## src/pcmr_pkg.sv

```systemverilog
// shared constants for the voice receive event reporter
package pcmr_pkg;
	// register byte offsets
	localparam logic [7:0] OFS_CTRL = 8'h00;
	localparam logic [7:0] OFS_PAYLOAD = 8'h04;
	localparam logic [7:0] OFS_LEADS = 8'h08;
	localparam logic [7:0] OFS_INIT_LEAD = 8'h0C;
	localparam logic [7:0] OFS_STRUCT = 8'h10;
	localparam logic [7:0] OFS_SLIP = 8'h14;
	localparam logic [7:0] OFS_PKT_CNT = 8'h18;
	localparam logic [7:0] OFS_DELTA = 8'h1C;
	// control register bit positions
	localparam int CTRL_MON_REQ = 0;
	localparam int CTRL_SLIP_REQ = 1;
	localparam int CTRL_CHAN_INIT = 2;
	localparam int CTRL_COMMON_INIT = 3;
	// reset values
	localparam logic [15:0] RST_MAX_EXP = 16'h0000;
	localparam logic [15:0] RST_MAX_USED = 16'h0000;
	localparam logic [15:0] RST_UNDER_LEAD = 16'h0008;
	localparam logic [15:0] RST_OVER_LEAD = 16'h0000;
	localparam logic [15:0] RST_INIT_LEAD = 16'h0000;
	// report flag positions
	localparam int F_LATE = 0;
	localparam int F_UNDER = 1;
	localparam int F_OVER = 2;
	localparam int F_CHAN_INIT = 3;
	localparam int F_COMMON_INIT = 4;
	localparam int F_MON_DONE = 5;
	localparam int F_SLIP_DONE = 6;
	localparam int F_LOST = 7;
	localparam int F_DIV_ERR = 8;
	localparam int F_LONGER = 9;
	localparam int F_OVERSIZE = 10;
	localparam int F_EMPTY = 11;
	localparam int F_XDELAY = 12;
	localparam int FLAG_W = 13;
	// length limits, in frames
	localparam logic [14:0] MAX_FRAMES = 15'h07FF;
	// bits in one payload byte, as a shift
	localparam int BYTE_SHIFT = 3;
	// packet handling states, gray along the path except the EVAL to IDLE skip
	typedef enum logic [1:0] {
		ST_IDLE = 2'b00,
		ST_DIV = 2'b01,
		ST_EVAL = 2'b11,
		ST_REP = 2'b10
	} pcmr_state_t;
endpackage

```

## src/pcmr_len_div.sv

```systemverilog
`timescale 1ns/1ps
// serial restoring divider: payload bits over channels times sample bits
module pcmr_len_div #(
	parameter int BW = 11
) (
	// clock and reset
	input wire logic mclk,
	input wire logic rst,
	// request
	input wire logic start,
	input wire logic [BW-1:0] bytes,
	input wire logic [7:0] chans,
	input wire logic [3:0] bps,
	// answer
	output logic done,
	output logic [BW+2:0] quot,
	output logic rem_nz
);
	localparam int QW = BW + 3;
	localparam logic [4:0] STEPS = 5'(QW);
	logic [QW-1:0] dvd_ff; // dividend, shifts into quotient
	logic [11:0] dvs_ff; // divisor
	logic [11:0] rem_ff; // partial remainder
	logic [4:0] cnt_ff; // steps left
	logic done_ff;
	logic [12:0] trial; // remainder with next dividend bit
	logic fits;

	// next trial subtraction
	always_comb begin
		trial = {rem_ff, dvd_ff[QW-1]};
		fits = trial >= {1'b0, dvs_ff};
	end

	// one quotient bit per clock
	always_ff @(posedge mclk) begin
		if (rst) begin
			dvd_ff <= '0;
			dvs_ff <= '0;
			rem_ff <= '0;
			cnt_ff <= '0;
			done_ff <= 1'b0;
		end else begin
			done_ff <= 1'b0;
			if (start) begin
				// payload bytes times eight
				dvd_ff <= {bytes, 3'b000};
				dvs_ff <= {4'h0, chans} * {8'h00, bps};
				rem_ff <= '0;
				cnt_ff <= STEPS;
			end else if (cnt_ff != 5'h00) begin
				if (fits) begin
					rem_ff <= 12'(trial - {1'b0, dvs_ff});
				end else begin
					rem_ff <= trial[11:0];
				end
				dvd_ff <= {dvd_ff[QW-2:0], fits};
				cnt_ff <= cnt_ff - 5'h01;
				done_ff <= cnt_ff == 5'h01;
			end
		end
	end

	// zero divisor counts as not divisible
	assign done = done_ff;
	assign quot = dvd_ff;
	assign rem_nz = (rem_ff != 12'h000) || (dvs_ff == 12'h000);
endmodule

```

## src/pcmr_event_report.sv

```systemverilog
// Local design decisions: the Wishbone register port and the register addresses.
`timescale 1ns/1ps
module pcmr_event_report #(
	parameter int BW = 11,
	parameter int PW = 12
) (
	// clock and reset
	input wire logic mclk,
	input wire logic rst,
	// wishbone slave
	input wire logic wb_cyc_i,
	input wire logic wb_stb_i,
	input wire logic wb_we_i,
	input wire logic [7:0] wb_adr_i,
	input wire logic [3:0] wb_sel_i,
	input wire logic [31:0] wb_dat_i,
	output logic [31:0] wb_dat_o,
	output logic wb_ack_o,
	// received packet
	input wire logic pkt_valid,
	output logic pkt_ready,
	input wire logic [31:0] pkt_remote_ts,
	input wire logic [BW-1:0] pkt_bytes,
	input wire logic [7:0] pkt_chans,
	input wire logic [3:0] pkt_bps,
	// playout side
	input wire logic [31:0] tdm_ts,
	input wire logic [PW-1:0] tdm_rd_ptr,
	input wire logic xdelay_det,
	// write pointer reload
	output logic wp_load,
	output logic [PW-1:0] wp_value,
	output logic pkt_discard,
	// event report
	output logic rep_valid,
	input wire logic rep_ready,
	output logic [pcmr_pkg::FLAG_W-1:0] rep_flags,
	output logic [31:0] rep_struct_addr,
	output logic [31:0] rep_lost,
	output logic [31:0] rep_remote_ts,
	output logic [31:0] rep_local_ts
);
	// software state
	logic mon_req_ff; // monitor reset request
	logic slip_req_ff; // slip offset reset request
	logic chan_init_ff; // channel has seen a packet
	logic common_init_ff; // shared structure has seen a packet
	logic [15:0] max_exp_ff; // max expected payload, samples
	logic [15:0] max_used_ff; // used window, samples
	logic [15:0] under_lead_ff;
	logic [15:0] over_lead_ff;
	logic [15:0] init_lead_ff;
	logic [31:0] struct_ff; // channel structure base address
	// hardware state
	logic [31:0] slip_ofs_ff; // total slip offset delta
	logic [31:0] pkt_cnt_ff; // received packet count
	logic [15:0] min_dlt_ff; // smallest lead seen
	logic [15:0] max_dlt_ff; // largest lead seen
	logic [31:0] last_ts_ff; // last remote timestamp
	logic [14:0] last_ns_ff; // last sample count
	// packet latches
	logic [31:0] lat_rts_ff;
	logic [31:0] lat_lts_ff;
	logic [PW-1:0] lat_rd_ff;
	pcmr_pkg::pcmr_state_t st_ff;
	pcmr_pkg::pcmr_state_t nxt_st;
	// bus
	logic ack_ff;
	logic [31:0] rdat_ff;
	logic wr_en; // write takes effect at the ack edge
	logic [31:0] wmask;
	// divider
	logic div_done;
	logic [BW+2:0] nsamp;
	logic rem_nz;
	// evaluation terms
	logic take;
	logic signed [32:0] lead;
	logic signed [32:0] pad;
	logic late_c, under_c, over_c, len_bad;
	logic [31:0] lost_c;
	logic [pcmr_pkg::FLAG_W-1:0] flags_c;
	logic [15:0] lead_sel; // lead used for a reload
	logic reload;

	// sample count and length check
	pcmr_len_div #(.BW(BW)) pcmr_len_div_inst (
		.mclk(mclk),
		.rst(rst),
		.start(take),
		.bytes(pkt_bytes),
		.chans(pkt_chans),
		.bps(pkt_bps),
		.done(div_done),
		.quot(nsamp),
		.rem_nz(rem_nz)
	);

	// byte lane mask from select
	always_comb begin
		for (int i = 0; i < 4; i++) begin
			wmask[i*8 +: 8] = {8{wb_sel_i[i]}};
		end
	end

	assign wr_en = wb_cyc_i && wb_stb_i && wb_we_i && ack_ff;
	assign take = pkt_valid && pkt_ready;
	assign pkt_ready = st_ff == pcmr_pkg::ST_IDLE;

	// ack one cycle after strobe, dropped after one cycle
	always_ff @(posedge mclk) begin
		if (rst) begin
			ack_ff <= 1'b0;
		end else begin
			ack_ff <= wb_cyc_i && wb_stb_i && !ack_ff;
		end
	end

	// read data, unmapped offsets read zero
	always_ff @(posedge mclk) begin
		if (rst) begin
			rdat_ff <= '0;
		end else if (wb_cyc_i && wb_stb_i && !ack_ff) begin
			case (wb_adr_i)
				pcmr_pkg::OFS_CTRL: begin
					rdat_ff <= {28'h0000000, common_init_ff, chan_init_ff,
						slip_req_ff, mon_req_ff};
				end
				pcmr_pkg::OFS_PAYLOAD: rdat_ff <= {max_used_ff, max_exp_ff};
				pcmr_pkg::OFS_LEADS: rdat_ff <= {over_lead_ff, under_lead_ff};
				pcmr_pkg::OFS_INIT_LEAD: rdat_ff <= {16'h0000, init_lead_ff};
				pcmr_pkg::OFS_STRUCT: rdat_ff <= struct_ff;
				pcmr_pkg::OFS_SLIP: rdat_ff <= slip_ofs_ff;
				pcmr_pkg::OFS_PKT_CNT: rdat_ff <= pkt_cnt_ff;
				pcmr_pkg::OFS_DELTA: rdat_ff <= {max_dlt_ff, min_dlt_ff};
				default: rdat_ff <= '0;
			endcase
		end
	end

	assign wb_ack_o = ack_ff;
	assign wb_dat_o = rdat_ff;

	// configuration words
	always_ff @(posedge mclk) begin
		if (rst) begin
			max_exp_ff <= pcmr_pkg::RST_MAX_EXP;
			max_used_ff <= pcmr_pkg::RST_MAX_USED;
			under_lead_ff <= pcmr_pkg::RST_UNDER_LEAD;
			over_lead_ff <= pcmr_pkg::RST_OVER_LEAD;
			init_lead_ff <= pcmr_pkg::RST_INIT_LEAD;
			struct_ff <= '0;
		end else if (wr_en) begin
			case (wb_adr_i)
				pcmr_pkg::OFS_PAYLOAD: begin
					{max_used_ff, max_exp_ff} <= (wb_dat_i & wmask) |
						({max_used_ff, max_exp_ff} & ~wmask);
				end
				pcmr_pkg::OFS_LEADS: begin
					{over_lead_ff, under_lead_ff} <= (wb_dat_i & wmask) |
						({over_lead_ff, under_lead_ff} & ~wmask);
				end
				pcmr_pkg::OFS_INIT_LEAD: begin
					if (wb_sel_i[0]) init_lead_ff[7:0] <= wb_dat_i[7:0];
					if (wb_sel_i[1]) init_lead_ff[15:8] <= wb_dat_i[15:8];
				end
				pcmr_pkg::OFS_STRUCT: begin
					struct_ff <= (wb_dat_i & wmask) | (struct_ff & ~wmask);
				end
				default: begin
				end
			endcase
		end
	end

	// packet state machine
	always_comb begin
		nxt_st = st_ff;
		case (st_ff)
			pcmr_pkg::ST_IDLE: if (take) nxt_st = pcmr_pkg::ST_DIV;
			pcmr_pkg::ST_DIV: if (div_done) nxt_st = pcmr_pkg::ST_EVAL;
			pcmr_pkg::ST_EVAL: begin
				// only packets with something to say are reported
				nxt_st = (flags_c != '0) ? pcmr_pkg::ST_REP :
					pcmr_pkg::ST_IDLE;
			end
			pcmr_pkg::ST_REP: if (rep_ready) nxt_st = pcmr_pkg::ST_IDLE;
			default: nxt_st = pcmr_pkg::ST_IDLE;
		endcase
	end

	always_ff @(posedge mclk) begin
		if (rst) begin
			st_ff <= pcmr_pkg::ST_IDLE;
		end else begin
			st_ff <= nxt_st;
		end
	end

	// latch arrival time stamps and read pointer
	always_ff @(posedge mclk) begin
		if (rst) begin
			lat_rts_ff <= '0;
			lat_lts_ff <= '0;
			lat_rd_ff <= '0;
		end else if (take) begin
			lat_rts_ff <= pkt_remote_ts;
			lat_lts_ff <= tdm_ts;
			lat_rd_ff <= tdm_rd_ptr;
		end
	end

	// classification of the packet
	always_comb begin
		lead = 33'($signed(lat_rts_ff - lat_lts_ff));
		pad = ({1'b0, max_exp_ff} > {3'b000, nsamp}) ?
			33'({1'b0, max_exp_ff} - {3'b000, nsamp}) : 33'sd0;
		late_c = lead < 33'sd0;
		under_c = lead < pad;
		over_c = (lead + $signed(33'({18'h00000, nsamp})) - 33'sd1) >
			$signed(33'({17'h00000, max_used_ff}));
		lost_c = '0;
		if (chan_init_ff &&
			lat_rts_ff > last_ts_ff + {17'h00000, last_ns_ff}) begin
			lost_c = lat_rts_ff - last_ts_ff -
				{17'h00000, last_ns_ff};
		end
		flags_c = '0;
		flags_c[pcmr_pkg::F_DIV_ERR] = rem_nz;
		flags_c[pcmr_pkg::F_OVERSIZE] = nsamp > pcmr_pkg::MAX_FRAMES;
		flags_c[pcmr_pkg::F_EMPTY] = nsamp == 15'h0000;
		len_bad = flags_c[pcmr_pkg::F_DIV_ERR] |
			flags_c[pcmr_pkg::F_OVERSIZE] | flags_c[pcmr_pkg::F_EMPTY];
		flags_c[pcmr_pkg::F_LONGER] =
			{3'b000, nsamp} > {1'b0, max_exp_ff};
		flags_c[pcmr_pkg::F_XDELAY] = xdelay_det;
		if (!len_bad) begin
			flags_c[pcmr_pkg::F_CHAN_INIT] = !chan_init_ff;
			flags_c[pcmr_pkg::F_COMMON_INIT] = !common_init_ff;
			flags_c[pcmr_pkg::F_MON_DONE] = mon_req_ff;
			flags_c[pcmr_pkg::F_SLIP_DONE] = slip_req_ff;
			flags_c[pcmr_pkg::F_LOST] = lost_c != '0;
			if (chan_init_ff) begin
				flags_c[pcmr_pkg::F_LATE] = late_c;
				flags_c[pcmr_pkg::F_UNDER] = under_c;
				flags_c[pcmr_pkg::F_OVER] = !under_c && over_c;
			end
		end
		// first packet uses init lead, then underrun before overrun
		reload = (st_ff == pcmr_pkg::ST_EVAL) && !len_bad &&
			(!chan_init_ff || under_c || over_c);
		if (!chan_init_ff) begin
			lead_sel = init_lead_ff;
		end else if (under_c) begin
			lead_sel = under_lead_ff;
		end else begin
			lead_sel = over_lead_ff;
		end
	end

	// write pointer reload and discard pulses
	always_ff @(posedge mclk) begin
		if (rst) begin
			wp_load <= 1'b0;
			wp_value <= '0;
			pkt_discard <= 1'b0;
		end else begin
			wp_load <= reload;
			pkt_discard <= (st_ff == pcmr_pkg::ST_EVAL) && len_bad;
			if (reload) begin
				wp_value <= PW'(lat_rd_ff + PW'(lead_sel));
			end
		end
	end

	// control bits: hardware sets win, software sets win over clears
	always_ff @(posedge mclk) begin
		if (rst) begin
			mon_req_ff <= 1'b0;
			slip_req_ff <= 1'b0;
			chan_init_ff <= 1'b0;
			common_init_ff <= 1'b0;
		end else begin
			if (wr_en && wb_adr_i == pcmr_pkg::OFS_CTRL && wb_sel_i[0]) begin
				chan_init_ff <= wb_dat_i[pcmr_pkg::CTRL_CHAN_INIT];
				common_init_ff <= wb_dat_i[pcmr_pkg::CTRL_COMMON_INIT];
			end
			if (st_ff == pcmr_pkg::ST_EVAL && !len_bad) begin
				chan_init_ff <= 1'b1;
				common_init_ff <= 1'b1;
				mon_req_ff <= 1'b0;
				slip_req_ff <= 1'b0;
			end
			if (wr_en && wb_adr_i == pcmr_pkg::OFS_CTRL && wb_sel_i[0]) begin
				if (wb_dat_i[pcmr_pkg::CTRL_MON_REQ]) mon_req_ff <= 1'b1;
				if (wb_dat_i[pcmr_pkg::CTRL_SLIP_REQ]) slip_req_ff <= 1'b1;
			end
		end
	end

	// channel history, counters and monitoring window
	always_ff @(posedge mclk) begin
		if (rst) begin
			slip_ofs_ff <= '0;
			pkt_cnt_ff <= '0;
			min_dlt_ff <= '0;
			max_dlt_ff <= '0;
			last_ts_ff <= '0;
			last_ns_ff <= '0;
		end else if (st_ff == pcmr_pkg::ST_EVAL && !len_bad) begin
			pkt_cnt_ff <= pkt_cnt_ff + 32'h00000001;
			last_ts_ff <= lat_rts_ff;
			last_ns_ff <= 15'(nsamp);
			if (mon_req_ff || !chan_init_ff) begin
				// new monitoring period starts from this packet
				min_dlt_ff <= lead[15:0];
				max_dlt_ff <= lead[15:0];
			end else begin
				if ($signed(lead[15:0]) < $signed(min_dlt_ff)) begin
					min_dlt_ff <= lead[15:0];
				end
				if ($signed(lead[15:0]) > $signed(max_dlt_ff)) begin
					max_dlt_ff <= lead[15:0];
				end
			end
			if (slip_req_ff) begin
				slip_ofs_ff <= '0;
			end else if (chan_init_ff && (under_c || over_c)) begin
				slip_ofs_ff <= slip_ofs_ff + {16'h0000, lead_sel} -
					lead[31:0];
			end
		end
	end

	// event report, held until taken
	always_ff @(posedge mclk) begin
		if (rst) begin
			rep_valid <= 1'b0;
			rep_flags <= '0;
			rep_struct_addr <= '0;
			rep_lost <= '0;
			rep_remote_ts <= '0;
			rep_local_ts <= '0;
		end else if (st_ff == pcmr_pkg::ST_EVAL) begin
			rep_valid <= flags_c != '0;
			rep_flags <= flags_c;
			rep_struct_addr <= struct_ff;
			rep_lost <= len_bad ? 32'h00000000 : lost_c;
			rep_remote_ts <= lat_rts_ff;
			rep_local_ts <= lat_lts_ff;
		end else if (rep_ready) begin
			rep_valid <= 1'b0;
		end
	end
endmodule

```

## config.mk

```make
export PLATFORM = sky130hd
export DESIGN_NAME = pcmr_event_report
export DESIGN_NICKNAME = d
export VERILOG_FILES = /design/src/pcmr_pkg.sv /design/src/pcmr_len_div.sv /design/src/pcmr_event_report.sv
export SDC_FILE = /design/constraint.sdc
export NUM_CORES = 2
export LEC_CHECK = 0
export BUFFER_PORTS_ARGS = -buffer_cell sky130_fd_sc_hd__clkbuf_2
export CAP_MARGIN = 20
export CORE_ASPECT_RATIO = 1.75
export CORE_MARGIN = 4
export CORE_UTILIZATION = 55
export DETAILED_ROUTE_END_ITERATION = 7
export PLACE_DENSITY = 0.79
export SLEW_MARGIN = 20
export SYNTH_ARGS = -nofsm -noshare
export SYNTH_HDL_FRONTEND = slang
export SYNTH_SLANG_ARGS = --single-unit
```

## constraint.sdc

```tcl
create_clock -name mclk -period 20.1 [get_ports mclk]
set_input_delay 3.015 -clock mclk [delete_from_list [all_inputs] [get_ports mclk]]
set_output_delay 3.015 -clock mclk [all_outputs]
set_load 0.01 [all_outputs]
```

==> summary.md <==
| Metric | Value |
|---|---|
| Hold Buf Count CTS | 0 |
| Most frequent CP cell | a21oi_1 |
| Die Y | 347 um |
| H-tree lvl count | 2 |
| Top post-synthesis cells by area | dfxtp_1 (32%), ha_1 (13%), nand2_1 (7.9%) |
| Half-perimeter wire length after placement | 102000 um |
| Fin. max-slew vios | 0 |
| Status | complete, but fails checks |
| Final antenna-violating net count | 0 |
| Commonest non-fill, non-tap cell in the layout | nand2_1 |
| Crit path DAT | 10400 ps |
| Setup TNS Final | 0 ps |
| Worst hold path class | register to register |
| Max cap viols | 0 |
| Post-Synth Adder-Cell Area | 15.1% |
| Largest family of logic cells by synthesized area | compound AO/OA/AOI/OAI gates |
| Starting Density | 55.4% |
| GPL Wtd Cong | 1.04 |
| CP endpoint kind | register |
| Count of input and output buffers | 340 |
| Synth async-reset ratio | 0% |
| Pwr Density | 105 mW/mm^2 |
| Number of remaining DRC errors | 1 |
| Final net count | 5348 |
| Maximum clock path buffer count | 3 |
| Row count | 124 |
| GRT Util Overall | 36.4% |
| Filler cells | 5901 |
| Setup WS post-layout | 10230 ps |
| Largest net degree at the start of global routing | 114 |
| Mapped Area | 0.0361 sq mm |
| Compound-Gate Fraction of Synth Area | 20.7% |
| Clock Sinks | 569 |
| Clk pin slew, worst setup/hold paths | 70 ps |
| Clock latency on the worst-skew pair | 690 ps |
| Ys Warns | 0 |
| Routed len/inst | 23.5 um |
| Slew headroom | 12.0% |
| Final WL | 133000 um |
| R2R depth | 39 |
| Pre-CTS setup slack | 10400 ps |
| Layout cells sized above 1 | 11.2% |
| Placed Instances | 5552 |
| Final core utilization | 62.0% |
| CTS tree | yes |
| Cell count after synthesis | 4555 |
| Count of cell types in the netlist | 101 |
| Drt pass-1 iters | 8 |
| Finished Layout Cells | 5645 |
| Total die area | 0.0700 sq mm |
| Routed vias | 34700 |
| EDFF count, synth | 0 |
| Number of diodes | 0 |
| Post-CTS Resized | 0 |
| Final worst path period share | 49.1% |
| Slowest-stage cell, CP | ha_1 |
| Lkg Pwr | 0.0176 uW |
| # IOs | 341 |
| Core box area | 0.0652 sq mm |
| Mux share of post-synthesis cell area | 3.00% |
| RSZ-0062 raised after global routing | no |
| Register area share after synthesis | 31.6% |
| Largest area contributor in the netlist | dfxtp_1 |
| Worst-margin pin slew | 1320 ps |
| Die Width | 202 um |
| Peak VDD IR | 0.0799 mV |
| Synthesis-stage register bit count | 569 |
| Post-Syn Nets | 5116 |
| Final Setup Violations | 0 |
| DRT iter0 DRCs | 2789 |
| Min Tclk post-route | 9870 ps |
| Post-DR vias/cell | 6.15 |
| Vias in the first global route | 33600 |
| Avg Synthesized Cell Area | 7.93 sq um |
| Global-route wire length before repair | 199000 um |
| Failing checks | design-rule violations |
| Yosys top cell area share | 31.6% |
| Layout area overhead | 11.9% |
| Largest fanout on the critical path | 24 |
| Main synth FF type | dfxtp_1 |
| Hold depth | 2 |
| Initial antenna violation count | 3 |
| Fmax | 101 MHz |
| Final Hold Vio Count | 0 |
| Most frequent cells in the layout | nand2_1 (761), dfxtp_1 (569), a21oi_1 (510) |
| Final Skew | 69.4 ps |
| CTS Buf Count | 52 |
| Delay of the slowest critical-path stage | 530 ps |
| Simple-Gate Fraction of Synth Area | 19.3% |
| CTS root buffer | clkbuf_16 |
| Startpoint types | register |
| Overflow after GRT | 0 |
| Postcts setup bufs | 0 |
| CP required | 20620 ps |
| Final Power | 4260 uW |
| XOR/XNOR share of the synthesized area | 4.74% |
| Crit path kind | register to register |
-- worst max-delay path: cells and delay by family, from the launching register on --
kind / cells / cell delay, ps
mux: 3 / 660
flops: 1 / 330
simple gates: 4 / 780
buf+inv: 3 / 620
fa+ha+maj: 5 / 1950
compound gates: 24 / 5370
-- area by class of cell --
type                    count  area, sq um  area share (%)
well taps                 819         1020            2.54
inverters                 312         1170            2.90
multi-input cells        3465        22800            56.5
clock inverters            28          469            1.16
clock buffers              65         1460            3.61
repair buffers            387         2060            5.11
flip-flops and latches    569        11400            28.2
-- Yosys cell counts, drive strengths merged (7+ instances only) --
| cell | n |
|---|---|
| fa | 44 |
| nand2 | 763 |
| or4 | 7 |
| xor2 | 76 |
| dfxtp | 569 |
| and4 | 11 |
| o211ai | 10 |
| nor2b | 36 |
| buf | 27 |
| clkbuf | 182 |
| o31ai | 16 |
| a222oi | 8 |
| a2111oi | 9 |
| inv | 311 |
| o21bai | 30 |
| o21a | 38 |
| a21o | 118 |
| a311oi | 13 |
| nand4 | 42 |
| a211oi | 32 |
| nor3 | 51 |
| nor4 | 16 |
| and2 | 30 |
| nor2 | 395 |
| or3 | 24 |
| nand2b | 34 |
| a21boi | 14 |
| a22oi | 161 |
| a31oi | 19 |
| ha | 366 |
| nand3b | 9 |
| xnor2 | 116 |
| nand3 | 122 |
| mux2i | 104 |
| a21oi | 512 |
| o21ai | 106 |
| a221oi | 9 |
| and3 | 33 |
| a22o | 10 |
-- through the flow --
stage	hold slack, ps	cell area [sq um]
6_report	452	40400
5_1_grt	473	40400
4_1_cts	454	40400
3_5_place_dp	446	38500
3_3_place_gp	439	38500
2_1_floorplan	441	36100
-- power by group --
part           internal [uW]  leakage, uW  switching (uW)
clock network            648     0.000952             485
logic                    768       0.0120            1160
registers               1160      0.00460            40.6
-- worst paths after layout --
kind         slack (ps)         start         endpoint
min                 450  rep_flags[5]     rep_flags[5]
max reg2reg       10230      register  slip_ofs_ff[30]
min reg2reg         450  rep_flags[5]     rep_flags[5]
max               10230      register  slip_ofs_ff[30]
-- cells by family (layout without fill, tap and decap cells) --
kind of cell / count (synthesis) / count (layout)
and+or+nand+nor: 1594 / 1594
buffers and inverters: 521 / 792
adders and majority gates: 410 / 410
muxes: 107 / 107
xor gates and xnor gates: 193 / 193
AOI/OAI and AO/OA: 1161 / 1161
DFF: 569 / 569
-- metal layers --
| layer | GRT usage, % | routed length (um) | vias to the layer above |
|---|---|---|---|
| li1 | - | - | 16300 |
| met1 | 38.0 | 45300 | 16400 |
| met2 | 62.7 | 62600 | 1562 |
| met3 | 6.61 | 9710 | 552 |
| met4 | 31.4 | 15000 | 4 |
| met5 | 0 | 28 | - |
Note: power is estimated with default switching activity, not from simulation.
